$ cat src/osmc_pkg.sv
// Operation
// - Squelch-enabled channel is disabled while the source is invalid.
// - Channel with squelch disabled keeps running whatever the source state.
// - One read-write squelch bit per channel, bit n for channel n, reset 1.
// - Aux pin carrying a clock with squelch set is off on invalid source.
// - Aux pin not carrying a clock ignores its squelch bit, keeps running.
// - Aux pin with squelch bit 0 keeps running whatever the source state.
// - Aux pin 1 squelch at bit 1 reset 1; aux pin 0 at bit 0 reset 0.
// - Margin delay bit enables margining only for divide values above 8.
// - Bits 5..2 drive dividers 7..4, 1 pair 23, 0 pair 01; all reset 0.
package osmc_pkg;

  // Bus and datapath widths.
  localparam int ADDR_W   = 8;
  localparam int DATA_W   = 8;
  localparam int NUM_CHAN = 8;
  localparam int NUM_AUX  = 2;
  localparam int NUM_DIV  = 6;
  localparam int DIV_W    = 8;

  // Register offsets on the configuration port.
  localparam logic [ADDR_W-1:0] OFFS_CHAN_SQ      = 8'h16;
  localparam logic [ADDR_W-1:0] OFFS_AUX_SQ       = 8'h17;
  localparam logic [ADDR_W-1:0] OFFS_DIV_DLY      = 8'h18;
  localparam logic [ADDR_W-1:0] OFFS_GATE_STATE   = 8'h30;
  localparam logic [ADDR_W-1:0] OFFS_MARGIN_STATE = 8'h31;

  // Reset values and writable-bit masks.
  localparam logic [DATA_W-1:0] RST_CHAN_SQ  = 8'hff;
  localparam logic [DATA_W-1:0] RST_AUX_SQ   = 8'h02;
  localparam logic [DATA_W-1:0] RST_DIV_DLY  = 8'h00;
  localparam logic [DATA_W-1:0] MASK_CHAN_SQ = 8'hff;
  localparam logic [DATA_W-1:0] MASK_AUX_SQ  = 8'h03;
  localparam logic [DATA_W-1:0] MASK_DIV_DLY = 8'h3f;
  localparam logic [DATA_W-1:0] RDATA_IDLE   = 8'h00;

  // Field positions.
  localparam int AUX0_BIT       = 0;
  localparam int AUX1_BIT       = 1;
  localparam int DIV_PAIR01_BIT = 0;
  localparam int DIV_PAIR23_BIT = 1;
  localparam int DIV4_BIT       = 2;
  localparam int DIV5_BIT       = 3;
  localparam int DIV6_BIT       = 4;
  localparam int DIV7_BIT       = 5;

  // Margining needs a divide value strictly above this.
  localparam logic [DIV_W-1:0] DIV_MARGIN_MIN = 8'h08;

  // Decoded register selection.
  typedef enum logic [2:0] {
    OSMC_SEL_NONE,
    OSMC_SEL_CHAN,
    OSMC_SEL_AUX,
    OSMC_SEL_DIV,
    OSMC_SEL_GATE,
    OSMC_SEL_MARGIN
  } osmc_sel_t;

endpackage

$ cat src/osmc_squelch_gate.sv
module osmc_squelch_gate
  import osmc_pkg::*;
#(
  parameter int N = 8
) (
  input  wire logic         clk,
  input  wire logic         rst_n,
  input  wire logic [N-1:0] squelch_en,
  input  wire logic [N-1:0] carries_clk,
  input  wire logic         src_invalid,
  output logic      [N-1:0] out_enable_q
);

  // One registered enable per output; all share the same invalid flag.
  for (genvar i = 0; i < N; i++) begin : g_gate
    always_ff @(posedge clk or negedge rst_n) begin
      if (!rst_n) begin
        out_enable_q[i] <= 1'b1;
      end else begin
        out_enable_q[i] <= !(squelch_en[i] && carries_clk[i]
                             && src_invalid);
      end
    end
  end

endmodule

$ cat src/osmc_output_squelch_margin_ctrl.sv
// Added by the designer: the address-and-strobe port.
module osmc_output_squelch_margin_ctrl
  import osmc_pkg::*;
(
  input  wire logic              ref_clk,
  input  wire logic              rst_b,
  input  wire logic [ADDR_W-1:0] reg_addr,
  input  wire logic [DATA_W-1:0] reg_wdata,
  input  wire logic              reg_wr,
  input  wire logic              reg_rd,
  output logic      [DATA_W-1:0] reg_rdata_q,
  input  wire logic              src_invalid,
  input  wire logic              aux_pin0_clk_mode,
  input  wire logic              aux_pin1_clk_mode,
  input  wire logic [DIV_W-1:0]  div_pair01_ratio,
  input  wire logic [DIV_W-1:0]  div_pair23_ratio,
  input  wire logic [DIV_W-1:0]  div4_ratio,
  input  wire logic [DIV_W-1:0]  div5_ratio,
  input  wire logic [DIV_W-1:0]  div6_ratio,
  input  wire logic [DIV_W-1:0]  div7_ratio,
  output logic      [NUM_CHAN-1:0] chan_enable_q,
  output logic      [NUM_AUX-1:0]  aux_enable_q,
  output logic      [NUM_DIV-1:0]  div_margin_active_q
);

  logic                rst_sync1_q;
  logic                rst_n_q;
  logic                inv_sync1_q;
  logic                inv_q;
  logic [DATA_W-1:0]   chan_sq_q;
  logic [NUM_AUX-1:0]  aux_sq_q;
  logic [NUM_DIV-1:0]  div_dly_q;
  logic [NUM_AUX-1:0]  aux_mode_q;
  logic [NUM_AUX-1:0]  aux_mode_sync_q;
  logic [DIV_W-1:0]    ratio [NUM_DIV];
  logic [NUM_DIV-1:0]  over_min;
  osmc_sel_t           sel;
  logic [DATA_W-1:0]   rd_mux;

  // Reset is asserted at once but released only after two clean edges,
  // so no flop leaves reset on a partial edge.
  always_ff @(posedge ref_clk or negedge rst_b) begin
    if (!rst_b) begin
      rst_sync1_q <= 1'b0;
      rst_n_q     <= 1'b0;
    end else begin
      rst_sync1_q <= 1'b1;
      rst_n_q     <= rst_sync1_q;
    end
  end

  // The invalid flag comes from detection logic on another timing path.
  // Two flops tame it; only the second is read by the gating.
  always_ff @(posedge ref_clk or negedge rst_n_q) begin
    if (!rst_n_q) begin
      inv_sync1_q <= 1'b0;
      inv_q       <= 1'b0;
    end else begin
      inv_sync1_q <= src_invalid;
      inv_q       <= inv_sync1_q;
    end
  end

  // The aux pin modes are static straps, but they come from pins.
  always_ff @(posedge ref_clk or negedge rst_n_q) begin
    if (!rst_n_q) begin
      aux_mode_sync_q <= '0;
      aux_mode_q      <= '0;
    end else begin
      aux_mode_sync_q <= {aux_pin1_clk_mode, aux_pin0_clk_mode};
      aux_mode_q      <= aux_mode_sync_q;
    end
  end

  // Address decode shared by the write and read paths.
  always_comb begin
    case (reg_addr)
      OFFS_CHAN_SQ:      sel = OSMC_SEL_CHAN;
      OFFS_AUX_SQ:       sel = OSMC_SEL_AUX;
      OFFS_DIV_DLY:      sel = OSMC_SEL_DIV;
      OFFS_GATE_STATE:   sel = OSMC_SEL_GATE;
      OFFS_MARGIN_STATE: sel = OSMC_SEL_MARGIN;
      default:           sel = OSMC_SEL_NONE;
    endcase
  end

  // Channel squelch enables, one bit per channel.
  always_ff @(posedge ref_clk or negedge rst_n_q) begin
    if (!rst_n_q) begin
      chan_sq_q <= RST_CHAN_SQ;
    end else if (reg_wr && sel == OSMC_SEL_CHAN) begin
      chan_sq_q <= reg_wdata & MASK_CHAN_SQ;
    end
  end

  // Aux pin squelch enables; upper bits are not stored at all.
  always_ff @(posedge ref_clk or negedge rst_n_q) begin
    if (!rst_n_q) begin
      aux_sq_q <= RST_AUX_SQ[NUM_AUX-1:0];
    end else if (reg_wr && sel == OSMC_SEL_AUX) begin
      aux_sq_q[AUX1_BIT] <= reg_wdata[AUX1_BIT];
      aux_sq_q[AUX0_BIT] <= reg_wdata[AUX0_BIT];
    end
  end

  // Divider margin delay enables; bits 7 and 6 are dropped.
  always_ff @(posedge ref_clk or negedge rst_n_q) begin
    if (!rst_n_q) begin
      div_dly_q <= RST_DIV_DLY[NUM_DIV-1:0];
    end else if (reg_wr && sel == OSMC_SEL_DIV) begin
      div_dly_q <= reg_wdata[NUM_DIV-1:0];
    end
  end

  // Read mux; reserved bits come back as zero, padded above the stored bits.
  always_comb begin
    case (sel)
      OSMC_SEL_CHAN:   rd_mux = chan_sq_q;
      OSMC_SEL_AUX:    rd_mux = {{(DATA_W-NUM_AUX){1'b0}}, aux_sq_q};
      OSMC_SEL_DIV:    rd_mux = {{(DATA_W-NUM_DIV){1'b0}}, div_dly_q};
      OSMC_SEL_GATE:   rd_mux = chan_enable_q;
      OSMC_SEL_MARGIN: rd_mux = {{(DATA_W-NUM_DIV){1'b0}},
                                 div_margin_active_q};
      default:         rd_mux = RDATA_IDLE;
    endcase
  end

  // Read data stand for exactly one cycle after the strobe, else idle.
  always_ff @(posedge ref_clk or negedge rst_n_q) begin
    if (!rst_n_q) begin
      reg_rdata_q <= RDATA_IDLE;
    end else if (reg_rd) begin
      reg_rdata_q <= rd_mux;
    end else begin
      reg_rdata_q <= RDATA_IDLE;
    end
  end

  // The eight channels always carry a clock, so every one qualifies.
  osmc_squelch_gate #(
    .N (NUM_CHAN)
  ) u_chan_gate (
    .clk          (ref_clk),
    .rst_n        (rst_n_q),
    .squelch_en   (chan_sq_q),
    .carries_clk  ({NUM_CHAN{1'b1}}),
    .src_invalid  (inv_q),
    .out_enable_q (chan_enable_q)
  );

  // Aux pins only squelch while they are set up to carry a clock; as
  // status outputs they must keep reporting during an outage.
  osmc_squelch_gate #(
    .N (NUM_AUX)
  ) u_aux_gate (
    .clk          (ref_clk),
    .rst_n        (rst_n_q),
    .squelch_en   (aux_sq_q),
    .carries_clk  (aux_mode_q),
    .src_invalid  (inv_q),
    .out_enable_q (aux_enable_q)
  );

  // Divide values gathered in delay-bit order.
  assign ratio[DIV_PAIR01_BIT] = div_pair01_ratio;
  assign ratio[DIV_PAIR23_BIT] = div_pair23_ratio;
  assign ratio[DIV4_BIT]       = div4_ratio;
  assign ratio[DIV5_BIT]       = div5_ratio;
  assign ratio[DIV6_BIT]       = div6_ratio;
  assign ratio[DIV7_BIT]       = div7_ratio;

  // Margining is held off for small ratios, where the delay step would
  // swallow a whole output period and glitch the clock.
  for (genvar k = 0; k < NUM_DIV; k++) begin : g_margin
    assign over_min[k] = ratio[k] > DIV_MARGIN_MIN;
    always_ff @(posedge ref_clk or negedge rst_n_q) begin
      if (!rst_n_q) begin
        div_margin_active_q[k] <= 1'b0;
      end else begin
        div_margin_active_q[k] <= div_dly_q[k] && over_min[k];
      end
    end
  end
endmodule

$ cat config.mk
export PLATFORM = sky130hd
export DESIGN_NAME = osmc_output_squelch_margin_ctrl
export DESIGN_NICKNAME = d
export VERILOG_FILES = /design/src/osmc_pkg.sv /design/src/osmc_squelch_gate.sv /design/src/osmc_output_squelch_margin_ctrl.sv
export SDC_FILE = /design/constraint.sdc
export NUM_CORES = 1
export LEC_CHECK = 0
export BUFFER_PORTS_ARGS = -buffer_cell sky130_fd_sc_hd__buf_4
export CAP_MARGIN = 20
export CORE_AREA = 2 2 69 71
export CTS_CLUSTER_DIAMETER = 120
export DETAILED_ROUTE_END_ITERATION = 10
export DIE_AREA = 0 0 71 73
export MAX_ROUTING_LAYER = met4
export PLACE_DENSITY_LB_ADDON = 0.3
export SYNTH_ARGS = -nofsm -noshare
export SYNTH_HDL_FRONTEND = slang
export SYNTH_SLANG_ARGS = --single-unit
$ cat constraint.sdc
create_clock -name ref_clk -period 1.77 [get_ports ref_clk]
set_clock_uncertainty 0.15 [all_clocks]
set_input_delay 0.4425 -clock ref_clk [delete_from_list [all_inputs] [get_ports ref_clk]]
set_output_delay 0.4425 -clock ref_clk [all_outputs]
set_load 0.01 [all_outputs]
; After elaboration in Yosys (flattened, before gate mapping)
; Index checks and enable logic that the tools add are counted.
[word_totals]
register_bits = 48
in_bits = 71
output_inout_bits = 24
[classes]
n_lt_le_gt_ge = 6
n_eq_ne = 10
muxes = 3
n_reduce_logical = 31
[op_table]
columns = cell, count
row1 = $gt A8 B4 Y1 const B, 6
row2 = $pmux W8 S5, 1
row3 = $eq A8 B5 Y1 const B, 3
row4 = $logic_and A1 B1 Y1, 21
row5 = $eq A8 B6 Y1 const B, 2
row6 = $pmux W3 S5, 1
row7 = $logic_not A1 Y1, 10
row8 = $mux W8, 1
row9 = $eq A3 B2 Y1 const B, 2
row10 = $eq A3 B3 Y1 const B, 2
row11 = $eq A3 B1 Y1 const B, 1

; Depth between registers and ports, before layout
[logic_depth]
depth_word = 5
depth_mapped = 6
mapped_depth_nobuf = 4

; Cells and area by module
; From an unflattened synthesis, not the netlist that was laid out.
[unflattened]
cells_unflattened = 136
area_unflattened_um2 = 1965.6
[by_module_without_submodules]
columns = module, n_inst, cells_each, area_each_um2, seq_area_each_um2
row1 = osmc_output_squelch_margin_ctrl, 1, 115, 1641.6, 962.2
row2 = osmc_squelch_gate at u_chan_gate, 1, 17, 261.5, 210.2
row3 = osmc_squelch_gate at u_aux_gate, 1, 4, 62.6, 52.6

; Worst setup path before layout
; OpenSTA, ideal clock, no wires.
[synth_timing]
path_kind = input -> register
startpoint = input reg_addr[0]
endpoint = register chan_sq_q[0]
setup_ns = 0.082
arrival_time_ns = 1.518
t_required_ns = 1.538
setup_slack_ns = 0.020
path_stages = 6
n_path_buf = 2
path_cell_list = buf_6 -> nor4bb_1 -> and4b_1 -> buf_6 -> nand2_8 -> mux2_4
[synth_via]
elab_chain_len = 4
word_cells_on_any_way = 8
cone_classes = eq/ne: 6 / mux: 1 / reduce/logical: 1
[synth_lines]
columns = element, line_no
row1 = from (decl), osmc_output_squelch_margin_ctrl.sv:7  ; input wire logic [ADDR_W-1:0] reg_addr,
row2 = $eq A8 B6 Y1 or $eq A8 B5 Y1 (tied branches), osmc_output_squelch_margin_ctrl.sv:77  ; case (reg_addr)
row3 = $pmux W3 S5 (*), osmc_output_squelch_margin_ctrl.sv:77
row4 = $eq A3 B1 Y1 (*), osmc_output_squelch_margin_ctrl.sv:91  ; end else if (reg_wr && sel == OSMC_SEL_CHAN) begin
row5 = $logic_and A1 B1 Y1 (*), osmc_output_squelch_margin_ctrl.sv:91
row6 = to (signal assigned), osmc_output_squelch_margin_ctrl.sv:92  ; chan_sq_q <= reg_wdata & MASK_CHAN_SQ;
row7 = to (decl), osmc_output_squelch_margin_ctrl.sv:30  ; logic [DATA_W-1:0] chan_sq_q;
; Every way passes the cells marked *; elsewhere a longest branch is shown, timed or not.
; A chain may end at the register's enable or synchronous reset.

; Worst setup path after layout
[layout_timing]
startpoint = input reg_addr[1]
endpoint = register div_dly_q[0]
[layout_via]
elab_chain_len = 4
word_cells_on_any_way = 8
cone_classes = eq/ne: 6 / mux: 1 / reduce/logical: 1
[layout_lines]
columns = element, line_no
row1 = $eq A8 B6 Y1 or $eq A8 B5 Y1 (tied branches), osmc_output_squelch_margin_ctrl.sv:77
row2 = $pmux W3 S5 (*), osmc_output_squelch_margin_ctrl.sv:77
row3 = $eq A3 B2 Y1 (*), osmc_output_squelch_margin_ctrl.sv:110  ; end else if (reg_wr && sel == OSMC_SEL_DIV) begin
row4 = $logic_and A1 B1 Y1 (*), osmc_output_squelch_margin_ctrl.sv:110
row5 = to (signal assigned), osmc_output_squelch_margin_ctrl.sv:109  ; div_dly_q <= RST_DIV_DLY[NUM_DIV-1:0];
row6 = to (signal assigned), osmc_output_squelch_margin_ctrl.sv:111  ; div_dly_q <= reg_wdata[NUM_DIV-1:0];
row7 = to (decl), osmc_output_squelch_margin_ctrl.sv:32  ; logic [NUM_DIV-1:0] div_dly_q;
; Marked as above.

==> flow_metrics.py <==
metrics = {
    "run_status": {
        "outcome": "completed",
    },
    "logic_synthesis": {
        "synth_mux_area_share_pct": 12.7,
        "syn_nets": 211,
        "yosys_warnings": 0,
        "synth-seq-area-share_pct": 61.4,
        "synth_area_um2": 2000,
        "avgSynthCellArea_um2": 14.3,
        "synthCells": 140,
        "synth_compound_area_share_pct": 11.4,
        "synth_top_family_by_area": "simple AND/OR/NAND/NOR gates",
        "ys_types": 33,
        "yosys.area_share.adder_pct": 0,
        "ys_ff_latch": 48,
        "yosys.area_share.simple_pct": 12.8,
        "synth_xor_area_share_pct": 0,
    },
    "power": {
        "switching_share_pct": 21.7,
        "cellPowerDensity_nw_per_um2": 706,
        "total_power_mw": 2.08,
        "power.switching_mw": 0.451,
        "p_int_mw": 1.63,
        "clkPwrFrac_pct": 31.1,
        "combinationalPowerShare_pct": 12.4,
        "power_leakage_nw": 1.40,
        "pwr-share-seq_pct": 56.5,
        "peakVddDrop_v": 0.000424,
    },
    "routing": {
        "drtIter0Drc": 81,
        "ant_nets": 0,
        "drc_errors": 0,
        "wl_per_cell_um": 15.9,
        "drt_wl_total_um": 4850,
        "vias_per_cell": 5.23,
        "vias": 1599,
        "drt_pre_antenna_iters": 4,
    },
    "clock_network": {
        "root_buffer": "clkbuf_8",
        "cts.clk_slew.worst_paths_ns": 0.08,
        "postCtsResizedCells": 0,
        "cts_tree": "built",
        "cts_inserted_buffers": 5,
        "clock-sinks": 48,
        "cts_max_level": 2,
        "ctsHoldBuffers": 2,
        "worstSkewPairLatency_ns": 0.29,
        "clock_path_buffers": 2,
        "post_cts.repair.setup_buffers": 0,
    },
    "finish": {
        "drive_above_1_share_pct": 61.5,
        "postLayoutCoreUtil_pct": 65.1,
        "regArea_um2": 1230,
        "filler_cell_count": 354,
        "nets": 322,
        "design_area_um2": 2950,
        "area_growth_pct": 47.9,
        "num_antenna_cells": 0,
        "instances_no_fill": 306,
        "multi_input_area_um2": 739,
    },
    "sta": {
        "slew_headroom_pct": 57.2,
        "rsz0062_at_grt": "no",
        "finalHoldViolCount": 0,
        "hold_ws_ns": 0.110,
        "slew_violations": 0,
        "finalSetupViolCount": 0,
        "final.period_utilization_pct": 89.3,
        "tightest_slew_ns": 0.639,
        "fmax_mhz": 633,
        "fin_crit_ns": 1.58,
    },
    "place": {
        "dpl_cell_area_um2": 2840,
        "gp_congestion": 0.768,
        "portBuffers": 94,
        "dp_cells": 296,
        "hpwlAfterDp_um": 3730,
    },
    "critical_path": {
        "cp-start-kind": "input pin",
        "arrival_ns": 1.61,
        "path_max_fanout": 5,
        "crit_path_end_kind": "flop",
        "cp_cell_sequence": "buf_4, nor4_4, nand3_1, buf_4, mux2_2",
        "cp_common_cell": "buf_4",
        "critPathSlowestCell": "nor4_4",
        "critical_path_class": "input pin to flop",
        "slowest_delay_ns": 0.40,
        "required_ns": 1.80,
    },
    "floorplan": {
        "io_pins": 95,
        "dieArea_um2": 5180,
        "start_util_pct": 44.0,
        "design.core.area_um2": 4540,
        "rows": 25,
        "die_h_um": 73,
        "dieWidth_um": 71,
    },
    "grt": {
        "grt_max_degree": 40,
        "antenna_found_initial": 0,
        "grt_overflow": 0,
        "grt_pass1_wl_um": 7990,
        "grt_pass1_vias": 1722,
        "grt.total_usage_pct": 20.8,
    },
    "hold_path": {
        "min_path_type": "flop to async pin",
    },
    "flow_run": {
        "cap_violations": 0,
    },
}
-- power groups by stage --
| stage | registers (mW) | clock network [mW] | logic [mW] |
|---|---|---|---|
| after floorplan | 1.20 | 0 | 0.0635 |
| after detailed placement | 1.20 | 0 | 0.255 |
| after CTS | 1.18 | 0.672 | 0.262 |
| final | 1.18 | 0.648 | 0.259 |
| after global placement | 1.20 | 0 | 0.248 |
| after global routing | 1.18 | 0.714 | 0.281 |
-- cell usage in the layout (no fill, tap or decap), types with 4 or more instances in the layout --
cell type | netlist | routed
mux2_2 | 10 | 10
dfrtp_1 | 29 | 28
a21boi_0 | 6 | 6
a22oi_1 | 4 | 4
mux2_4 | 8 | 8
a222oi_1 | 4 | 4
o31ai_1 | 6 | 6
buf_4 | 0 | 105
a22o_1 | 4 | 4
dfstp_2 | 19 | 19
nor4_1 | 6 | 6
clkbuf_8 | 0 | 6
nand2_1 | 8 | 8
nor2_1 | 9 | 9
-- state kept, by name, summed over array words and instances (netlist names) --
signal,cells
reg_rdata_q,8
inv_q,1
div_dly_q,6
u_chan_gate.out_enable_q,8
aux_mode_sync_q,2
u_aux_gate.out_enable_q,2
aux_sq_q,2
inv_sync1_q,1
aux_mode_q,2
rst_n_q,1
chan_sq_q,8
div_margin_active_q,6
rst_sync1_q,1
-- worst max-delay path, delay by kind of cell --
kind	cells	cell delay [ns]
and+or+nand+nor	2	0.58
buffers and inverters	2	0.32
muxes	1	0.26
-- stage by stage --
step                setup TNS, ns  setup slack, ns
detailed placement          -2.08           -0.105
global placement            -1.72          -0.0855
CTS                             0            0.204
floorplan                       0           0.0200
global route                    0           0.0903
finish                          0            0.189
-- area by class of cell --
| cell class | count | share of cell area [%] |
|---|---|---|
| sequential | 48 | 41.5 |
| tap | 54 | 2.29 |
| timing repair buffer | 108 | 28.1 |
| multi-input combinational | 88 | 25.1 |
| clock buffer | 8 | 3.05 |
-- final timing paths --
| path | startpoint | end | slack, ns | depth (start not counted) |
|---|---|---|---|---|
| max | reg_addr[1] | div_dly_q[0] | 0.19 | 5 |
| min | rst_n_q | u_chan_gate.out_enable_q[4] | 0.11 | 0 |
| max reg2reg | div_dly_q[4] | reg_rdata_q[4] | 0.52 | 3 |
| min reg2reg | rst_n_q | u_chan_gate.out_enable_q[4] | 0.11 | 0 |
| max in group asynchronous | rst_n_q | div_dly_q[2] | 0.61 | 1 |
| min in group ref_clk | src_invalid | inv_sync1_q | 0.11 | 1 |
-- Yosys cell counts, drive strengths merged --
cell | number | share of area (%)
mux2i | 2 | 1.0
nand4bb | 1 | 0.56
buf | 3 | 1.4
a222oi | 4 | 2.0
and4bb | 1 | 0.63
conb | 1 | 0.19
o211ai | 1 | 0.38
a22o | 4 | 1.8
nor2b | 1 | 0.31
dfstp | 19 | 25
nor2 | 9 | 1.7
a22oi | 4 | 1.5
nor3 | 1 | 0.25
a21boi | 6 | 2.3
nor3b | 1 | 0.38
clkbuf | 1 | 0.19
o21a | 1 | 0.38
nor4 | 7 | 2.9
nand2 | 9 | 2.5
and4b | 3 | 1.6
o2bb2ai | 2 | 0.88
mux2 | 18 | 12
nand2b | 1 | 0.31
nand4 | 1 | 0.31
dfrtp | 29 | 36
nor4bb | 1 | 0.50
o31ai | 6 | 2.3
nand3 | 3 | 0.75
-- layer usage --
metal	wire (um)	global-route usage [%]	up-vias
li1	-	-	753
met4	20	5.66	0
met5	0	-	-
met3	249	4.70	2
met1	1970	25.0	794
met2	2610	35.5	50
-- kinds of logic (layout without fill, tap and decap cells) --
kind of cell / count (synthesis) / after routing
AOI/OAI and AO/OA: 28 / 28
buffers and inverters: 4 / 116
DFF: 48 / 48
muxes: 20 / 20
other: 1 / 1
and+or+nand+nor: 39 / 39
Power figures use the tool's default switching activity.
